### src/ubrg_params.svh
// Purpose: Constants for the rate generator and receive-line sampler.
// Assumes: 32-bit AXI4-Lite register bus, 8-bit registers in the low byte lanes.
// Notes: Offsets are byte addresses, one aligned word per register.
`ifndef UBRG_PARAMS_SVH
`define UBRG_PARAMS_SVH

// ----------------------------------------------------------------------
// Register map
// ----------------------------------------------------------------------
`define UBRG_AW 8
`define UBRG_OFS_TXCTL 8'h00
`define UBRG_OFS_RXCTL 8'h04
`define UBRG_OFS_RATECTL 8'h08
`define UBRG_OFS_DIVHI 8'h0C
`define UBRG_OFS_DIVLO 8'h10
`define UBRG_OFS_STATUS 8'h14
`define UBRG_REG_RST 8'h00
`define UBRG_RATECTL_MASK 8'hDB

// ----------------------------------------------------------------------
// Field positions
// ----------------------------------------------------------------------
`define UBRG_BIT_SYNC 4
`define UBRG_BIT_HIGH 2
`define UBRG_BIT_WIDE 3
`define UBRG_BIT_RXLVL 0
`define UBRG_BIT_TICK 1

// ----------------------------------------------------------------------
// Prescaler terminal counts and bus answers
// ----------------------------------------------------------------------
`define UBRG_PRE_MAX64 6'h3F
`define UBRG_PRE_MAX16 6'h0F
`define UBRG_PRE_MAX4 6'h03
`define UBRG_RESP_OKAY 2'h0
`define UBRG_RESP_SLVERR 2'h2

`endif

### src/ubrg_pkg.sv
// Purpose: Types shared by the rate generator.
// Assumes: Constants come from ubrg_params.svh.
// Notes: The divide-factor selection is kept as an enumeration.
`default_nettype none
package ubrg_pkg;
  typedef enum logic [1:0] {
    ubrg_div64 = 2'b00,
    ubrg_div16 = 2'b01,
    ubrg_div4 = 2'b10
  } ubrg_div_t;
  typedef logic [7:0] ubrg_byte_t;
endpackage
`default_nettype wire

### src/ubrg_top.sv
// Purpose: Bit-rate generator with 16-bit divisor and majority-voted receive line.
// Assumes: Single clock; software programs it over AXI4-Lite.
// Notes: One tick every prescale*(n+1) enabled clocks; ce low freezes all state.
`include "ubrg_params.svh"
`default_nettype none

// Behaviour
// - Rate timing counts the device clock, so rate tracks clock frequency.
// - Receive pin sampled three times; majority of samples gives the line level.
// - Async, 8-bit divider, low speed: divide by 64 times (n+1).
// - Async, 16-bit divider, low speed: divide by 16 times (n+1).
// - Sync mode: divide by 4 times (n+1), 8-bit or 16-bit divider.
// - Sync mode ignores high-speed select; wide select alone picks width.
// - Divisor n is high byte above low byte.
// - Wide select clear uses only the low byte; set uses all 16 bits.
// - Writing either divisor byte clears the timer at once.
module ubrg_top
  import ubrg_pkg::*;
(
  // Clock, reset and enable
  input wire logic aclk,
  input wire logic aresetn,
  input wire logic ce,
  // AXI4-Lite write channels
  input wire logic [`UBRG_AW-1:0] s_axi_awaddr,
  input wire logic [2:0] s_axi_awprot,
  input wire logic s_axi_awvalid,
  output logic s_axi_awready,
  input wire logic [31:0] s_axi_wdata,
  input wire logic [3:0] s_axi_wstrb,
  input wire logic s_axi_wvalid,
  output logic s_axi_wready,
  output logic [1:0] s_axi_bresp,
  output logic s_axi_bvalid,
  input wire logic s_axi_bready,
  // AXI4-Lite read channels
  input wire logic [`UBRG_AW-1:0] s_axi_araddr,
  input wire logic [2:0] s_axi_arprot,
  input wire logic s_axi_arvalid,
  output logic s_axi_arready,
  output logic [31:0] s_axi_rdata,
  output logic [1:0] s_axi_rresp,
  output logic s_axi_rvalid,
  input wire logic s_axi_rready,
  // Serial line and generator outputs
  input wire logic receive_pin,
  output logic rate_tick,
  output logic rx_level
);

  // ----------------------------------------------------------------------
  // Registers
  // ----------------------------------------------------------------------
  ubrg_byte_t transmit_control_q, receive_control_q, rate_control_q;
  ubrg_byte_t divisor_high_byte_q, divisor_low_byte_q;
  logic awready_q, bvalid_q, arready_q, rvalid_q;
  logic [1:0] bresp_q, rresp_q;
  logic [31:0] rdata_q;
  logic [5:0] pre_q;
  logic [15:0] cnt_q;
  logic rate_tick_q, rx_level_q;
  logic rx_meta_q, rx_sync_q;
  logic [2:0] rx_samp_q;

  // ----------------------------------------------------------------------
  // Bus decode
  // ----------------------------------------------------------------------
  wire wr_fire = ce && s_axi_awvalid && s_axi_wvalid && !awready_q && !bvalid_q;
  wire wr_lane = s_axi_wstrb[0];
  wire wr_tx = s_axi_awaddr == `UBRG_OFS_TXCTL;
  wire wr_rx = s_axi_awaddr == `UBRG_OFS_RXCTL;
  wire wr_rc = s_axi_awaddr == `UBRG_OFS_RATECTL;
  wire wr_hi = s_axi_awaddr == `UBRG_OFS_DIVHI;
  wire wr_lo = s_axi_awaddr == `UBRG_OFS_DIVLO;
  wire wr_hit = wr_tx || wr_rx || wr_rc || wr_hi || wr_lo;
  wire div_write = wr_fire && wr_lane && (wr_hi || wr_lo);
  wire rd_fire = ce && s_axi_arvalid && !arready_q && !rvalid_q;
  wire rd_tx = s_axi_araddr == `UBRG_OFS_TXCTL;
  wire rd_rx = s_axi_araddr == `UBRG_OFS_RXCTL;
  wire rd_rc = s_axi_araddr == `UBRG_OFS_RATECTL;
  wire rd_hi = s_axi_araddr == `UBRG_OFS_DIVHI;
  wire rd_lo = s_axi_araddr == `UBRG_OFS_DIVLO;
  wire rd_st = s_axi_araddr == `UBRG_OFS_STATUS;
  wire rd_hit = rd_tx || rd_rx || rd_rc || rd_hi || rd_lo || rd_st;
  wire [7:0] status_w = (8'(rx_level_q) << `UBRG_BIT_RXLVL) | (8'(rate_tick_q) << `UBRG_BIT_TICK);
  wire [7:0] rd_byte = rd_tx ? transmit_control_q : rd_rx ? receive_control_q :
                       rd_rc ? rate_control_q : rd_hi ? divisor_high_byte_q :
                       rd_lo ? divisor_low_byte_q : rd_st ? status_w : `UBRG_REG_RST;

  // ----------------------------------------------------------------------
  // Mode selection
  // ----------------------------------------------------------------------
  wire sync_mode = transmit_control_q[`UBRG_BIT_SYNC];
  wire high_speed_select = transmit_control_q[`UBRG_BIT_HIGH];
  wire wide_divider_select = rate_control_q[`UBRG_BIT_WIDE];
  // High speed only matters in async mode; sync always divides by four.
  wire ubrg_div_t div_sel = sync_mode ? ubrg_div4 :
    (wide_divider_select && high_speed_select) ? ubrg_div4 :
    (wide_divider_select || high_speed_select) ? ubrg_div16 : ubrg_div64;
  logic [5:0] pre_max;
  always_comb
  begin
    case (div_sel)
      ubrg_div64: pre_max = `UBRG_PRE_MAX64;
      ubrg_div16: pre_max = `UBRG_PRE_MAX16;
      ubrg_div4: pre_max = `UBRG_PRE_MAX4;
      default: pre_max = `UBRG_PRE_MAX64;
    endcase
  end
  wire [15:0] n_eff = wide_divider_select ? {divisor_high_byte_q, divisor_low_byte_q}
                                          : {8'h00, divisor_low_byte_q};
  wire pre_wrap = pre_q >= pre_max;
  // Compare with >= so a divisor cut below the running count wraps at the next prescaler wrap.
  wire cnt_wrap = pre_wrap && (cnt_q >= n_eff);
  wire rx_maj = (rx_samp_q[0] & rx_samp_q[1]) | (rx_samp_q[1] & rx_samp_q[2]) |
                (rx_samp_q[0] & rx_samp_q[2]);

  // ----------------------------------------------------------------------
  // Register file
  // ----------------------------------------------------------------------
  always_ff @(posedge aclk)
  begin
    if (!aresetn)
    begin
      transmit_control_q <= `UBRG_REG_RST;
      receive_control_q <= `UBRG_REG_RST;
      rate_control_q <= `UBRG_REG_RST;
      divisor_high_byte_q <= `UBRG_REG_RST;
      divisor_low_byte_q <= `UBRG_REG_RST;
    end
    else if (wr_fire && wr_lane)
    begin
      if (wr_tx) transmit_control_q <= s_axi_wdata[7:0];
      if (wr_rx) receive_control_q <= s_axi_wdata[7:0];
      if (wr_rc) rate_control_q <= s_axi_wdata[7:0] & `UBRG_RATECTL_MASK;
      if (wr_hi) divisor_high_byte_q <= s_axi_wdata[7:0];
      if (wr_lo) divisor_low_byte_q <= s_axi_wdata[7:0];
    end
  end

  // ----------------------------------------------------------------------
  // Bus handshakes
  // ----------------------------------------------------------------------
  always_ff @(posedge aclk)
  begin
    if (!aresetn)
    begin
      awready_q <= 1'b0;
      bvalid_q <= 1'b0;
      bresp_q <= `UBRG_RESP_OKAY;
    end
    else if (ce)
    begin
      awready_q <= wr_fire;
      if (wr_fire) bresp_q <= wr_hit ? `UBRG_RESP_OKAY : `UBRG_RESP_SLVERR;
      // The response may only follow the address and data handshakes, so it waits one cycle.
      if (awready_q) bvalid_q <= 1'b1;
      else if (s_axi_bready) bvalid_q <= 1'b0;
    end
  end

  always_ff @(posedge aclk)
  begin
    if (!aresetn)
    begin
      arready_q <= 1'b0;
      rvalid_q <= 1'b0;
      rresp_q <= `UBRG_RESP_OKAY;
      rdata_q <= 32'h00000000;
    end
    else if (ce)
    begin
      arready_q <= rd_fire;
      if (rd_fire)
      begin
        rresp_q <= rd_hit ? `UBRG_RESP_OKAY : `UBRG_RESP_SLVERR;
        rdata_q <= {24'h000000, rd_byte};
      end
      if (arready_q) rvalid_q <= 1'b1;
      else if (s_axi_rready) rvalid_q <= 1'b0;
    end
  end

  // ----------------------------------------------------------------------
  // Rate timer
  // ----------------------------------------------------------------------
  // The timer counts enabled device clocks only, so the rate scales with it.
  always_ff @(posedge aclk)
  begin
    if (!aresetn)
    begin
      pre_q <= 6'h00;
      cnt_q <= 16'h0000;
      rate_tick_q <= 1'b0;
    end
    else if (ce)
    begin
      rate_tick_q <= cnt_wrap && !div_write;
      if (div_write || pre_wrap) pre_q <= 6'h00;
      else pre_q <= pre_q + 6'h01;
      if (div_write || cnt_wrap) cnt_q <= 16'h0000;
      else if (pre_wrap) cnt_q <= cnt_q + 16'h0001;
    end
  end

  // ----------------------------------------------------------------------
  // Receive line majority detect
  // ----------------------------------------------------------------------
  always_ff @(posedge aclk)
  begin
    if (!aresetn)
    begin
      rx_meta_q <= 1'b1;
      rx_sync_q <= 1'b1;
      rx_samp_q <= 3'h7;
      rx_level_q <= 1'b1;
    end
    else if (ce)
    begin
      rx_meta_q <= receive_pin;
      rx_sync_q <= rx_meta_q;
      rx_samp_q <= {rx_samp_q[1:0], rx_sync_q};
      rx_level_q <= rx_maj;
    end
  end

  assign s_axi_awready = awready_q;
  assign s_axi_wready = awready_q;
  assign s_axi_bvalid = bvalid_q;
  assign s_axi_bresp = bresp_q;
  assign s_axi_arready = arready_q;
  assign s_axi_rvalid = rvalid_q;
  assign s_axi_rresp = rresp_q;
  assign s_axi_rdata = rdata_q;
  assign rate_tick = rate_tick_q;
  assign rx_level = rx_level_q;

  // ----------------------------------------------------------------------
  // Checks
  // ----------------------------------------------------------------------
  // Gap between ticks in enabled cycles; only trusted after a tick with no write since.
  logic [22:0] gap_q;
  logic stable_q;
  always_ff @(posedge aclk)
  begin
    if (!aresetn)
    begin
      gap_q <= 23'h000000;
      stable_q <= 1'b0;
    end
    else if (ce)
    begin
      gap_q <= rate_tick_q ? 23'h000001 : gap_q + 23'h000001;
      if (wr_fire) stable_q <= 1'b0;
      else if (rate_tick_q) stable_q <= 1'b1;
    end
  end
  wire [22:0] n1 = {7'h00, n_eff} + 23'h000001;
  wire tick_ok = rate_tick_q && ce && stable_q && !wr_fire;
  wire [1:0] rx_ones = 2'(rx_samp_q[0]) + 2'(rx_samp_q[1]) + 2'(rx_samp_q[2]);
endmodule // ubrg_top
`default_nettype wire

### config.mk
export PLATFORM = sky130hd
export DESIGN_NAME = ubrg_top
export DESIGN_NICKNAME = d
export VERILOG_FILES = /design/src/ubrg_pkg.sv /design/src/ubrg_top.sv
export VERILOG_INCLUDE_DIRS = /design/src
export SDC_FILE = /design/constraint.sdc
export NUM_CORES = 1
export LEC_CHECK = 0
export ABC_CLOCK_PERIOD_IN_PS = 2600
export BUFFER_PORTS_ARGS = -buffer_cell sky130_fd_sc_hd__buf_2
export CORE_UTILIZATION = 40
export DETAILED_ROUTE_END_ITERATION = 6
export GPL_ROUTABILITY_DRIVEN = 1
export PLACE_DENSITY = 0.65
export SYNTH_ARGS = -nofsm -noshare
export SYNTH_HDL_FRONTEND = slang
export SYNTH_SLANG_ARGS = --single-unit
### constraint.sdc
create_clock -name aclk -period 2.6 [get_ports aclk]
set_input_delay 0.39 -clock aclk [delete_from_list [all_inputs] [get_ports aclk]]
set_output_delay 0.39 -clock aclk [all_outputs]
set_load 0.1 [all_outputs]
==> flow_metrics.py <==
metrics = {
    "status": {
        "outcome": "finished clean",
    },
    "power": {
        "pwr-share-seq": 0.450,
        "share_comb_of_total_power": 0.148,
        "powerDensity_nw_per_um2": 550,
        "switching_share": 0.298,
        "clockPowerShare": 0.402,
        "fin_total_pwr_mw": 2.81,
        "p_switching_mw": 0.837,
        "power.internal_mw": 1.98,
        "cellLeakagePower_nw": 2.09,
        "ir_worst_vdd_mv": 0.338,
    },
    "global_routing": {
        "use_met2": 0.337,
        "grt_busiest_layer": "met2",
        "grt_pass1_wl_um": 17700,
        "first_global_vias": 3622,
        "globalRouteMet1Util": 0.245,
        "antenna_found_initial": 0,
        "grt_max_degree": 45,
        "grtUsageTotal": 0.195,
        "use_met3": 0.0242,
        "overflow": 0,
    },
    "floorplanning": {
        "die-area_um2": 11600,
        "rows": 38,
        "start_util": 0.411,
        "die_h_um": 108,
        "placeableCoreArea_um2": 10800,
        "die_w_um": 108,
        "io_pins": 110,
    },
    "job": {
        "max-cap-violations": 0,
    },
    "critical_path": {
        "critPathArrivalTime_ps": 2750,
        "r2r_end": "cnt_q[4]$_SDFFE_PN0P_",
        "reg2reg_depth": 11,
        "critical_path_required_ps": 2890,
        "cp_slowest_cell": "or3_4",
        "slowest_delay_ps": 370,
        "r2r_setup_slack_ps": 140,
        "crit_top_cell": "o21a_1",
        "regToRegStartpoint": "transmit_control_q[2]$_SDFFE_PN0P_",
        "crit_type": "reg -> reg",
        "crit_path_end": "cnt_q[4]$_SDFFE_PN0P_",
        "crit_fanout": 11,
        "crit_start": "transmit_control_q[2]$_SDFFE_PN0P_",
        "crit_path_cell_trace": "ha_2 -> or2_4 -> ha_4 -> inv_2 -> ha_1 -> o21a_1 -> o21a_1 -> o21ai_2 -> and2_4 -> or3_4 -> a21oi_2",
        "start_kind": "flop",
        "cp-end-kind": "flop",
    },
    "sta": {
        "final.period_utilization": 0.947,
        "whs_ps": 247,
        "hold_viol": 0,
        "finalSetupViolCount": 0,
        "tightest_slew_ps": 711,
        "skew_ps": 11.6,
        "setup_slack_ps": 138,
        "max_freq_mhz": 406,
        "setup_tns_ps": 0,
        "slew_headroom": 0.526,
        "final.min_clock_period_ps": 2460,
        "slew_viol_final": 0,
    },
    "finish": {
        "final_util": 0.472,
        "antenna_cells": 0,
        "multiInputGateArea_um2": 2630,
        "area_delta_synth_final_pct": 14.8,
        "design_area_um2": 5120,
        "nets": 652,
        "regArea_um2": 1620,
        "final_cells": 707,
        "fillers": 1076,
        "drive_above_1_share": 0.194,
    },
    "cts": {
        "cts_made_buffers": 9,
        "cts-root-buf": "clkbuf_8",
        "path_clk_slew_ps": 90,
        "cts_tree": "built",
        "cts_sinks": 81,
        "holdBufCountCts": 0,
        "h-tree-depth": 3,
        "cts.path.max_buffers": 2,
        "clock_latency_ps": 360,
    },
    "placement": {
        "place.port_buffers": 50,
        "dp_cells": 690,
        "pre_cts_ws_ps": -21.1,
        "dp_hpwl_um": 7670,
        "gp_congestion": 0.813,
        "place_area_um2": 4820,
    },
    "drt": {
        "antenna_left": 0,
        "wl_per_cell_um": 14.6,
        "drt_first_iter_violations": 112,
        "drt-vias-per-instance": 5.26,
        "drtPass1Iterations": 4,
        "vias": 3719,
        "drc": 0,
        "drt-total-wl_um": 10300,
    },
    "synth": {
        "ys_top_cells_by_area": "dfxtp_1 36%, mux2i_1 8.1%, ha_1 6.5%, nor2b_1 5.9%, buf_4 4.5%",
        "syn_area_per_cell_um2": 8.79,
        "synth.distinct_cells": 52,
        "ys_seq_area_frac": 0.364,
        "yosys.area.top_type": "dfxtp_1",
        "synth_top_area_share": 0.364,
        "yosys_warnings": 0,
        "synth-edff-count": 0,
        "synth_seq_cells": 81,
        "syn-cell-area_um2": 4460,
        "postSynthCellCount": 507,
        "synthFlopType": "dfxtp_1",
        "async_flop_share": 0,
    },
    "min_path": {
        "hold_class": "in -> reg",
    },
}
==> worst min path at each step <==
stage                                             from                                 end  slack, ps  cells past startpoint
floorplan           transmit_control_q[5]$_SDFFE_PN0P_  transmit_control_q[5]$_SDFFE_PN0P_        440                      2
global placement    transmit_control_q[0]$_SDFFE_PN0P_  transmit_control_q[0]$_SDFFE_PN0P_        450                      2
detailed placement  transmit_control_q[1]$_SDFFE_PN0P_  transmit_control_q[1]$_SDFFE_PN0P_        460                      2
CTS                                        receive_pin              rx_meta_q$_SDFFE_PN1P_        240                      3
global route                               receive_pin              rx_meta_q$_SDFFE_PN1P_        270                      3
finish                                     receive_pin              rx_meta_q$_SDFFE_PN1P_        250                      3
==> cells in the final DEF (no fill, tap or decap), types with 10 or more instances in the layout <==
master	count
conb_1	26
nand2_1	47
o21ai_0	19
a21boi_0	17
buf_2	50
dfxtp_1	79
nand3_1	14
a21oi_1	24
nand4_1	10
nor2_1	26
inv_1	11
mux2i_1	36
nor2b_1	42
ha_1	21
buf_4	19
==> timing repair <==
action,4_1_cts,5_1_grt
pin swaps,2,8
buffers inserted,1,1
gates resized for setup,3,12
hold endpoints to repair,0,0
setup endpoints to repair,5,20
==> power groups by stage <==
stage / Sequential, mW / Clock (mW) / Combinational (mW)
finish: 1.27 / 1.13 / 0.415
global route: 1.27 / 1.20 / 0.437
CTS: 1.27 / 1.15 / 0.414
detailed placement: 1.29 / 0 / 0.413
global placement: 1.29 / 0 / 0.410
floorplan: 1.38 / 0 / 0.287
==> per-layer routing <==
metal,part of all wire,routed length [um]
met4,0.020,209
met1,0.46,4750
met2,0.49,5050
met5,0,0
met3,0.029,296
==> kinds of logic after synthesis <==
kind of cell    Yosys count  share of synthesized area
compound gates           95                      0.137
xor+xnor                  9                     0.0177
fa+ha+maj                23                     0.0646
buf+inv                  63                     0.0792
flops                    81                      0.364
mux                      42                      0.101
other cells               1                   0.000841
simple gates            193                      0.236
==> final cells by class <==
type,instances,share of cell area
Tap cell,140,0.0342
Clock inverter,6,0.0225
Timing Repair Buffer,69,0.0768
Multi-Input combinational cell,388,0.515
Sequential cell,81,0.317
Inverter,13,0.00954
Clock buffer,10,0.0249
==> cells in the mapped netlist, types with 15 or more instances <==
master / number
dfxtp_1: 81
nand2_1: 47
nor2b_1: 42
mux2i_1: 36
buf_4: 27
nor2_1: 27
a21oi_1: 26
ha_1: 23
o21ai_0: 19
a21boi_0: 17
clkbuf_1: 15
nand3_1: 15
==> sequential cells by signal (all words and copies together), names as in the netlist, 3 cells and up <==
register,cells
divisor_high_byte_q,8
divisor_low_byte_q,8
cnt_q,16
pre_q,6
transmit_control_q,8
receive_control_q,8
rx_samp_q,3
rate_control_q,6
s_axi_rdata,8
==> critical path, delay by kind of cell, from the launching register on <==
kind	cells	cell delay, ps
compound gates	4	510
fa+ha+maj	3	700
buf+inv	1	40
flops	1	330
simple gates	3	830
(Power assumes the default switching activity.)
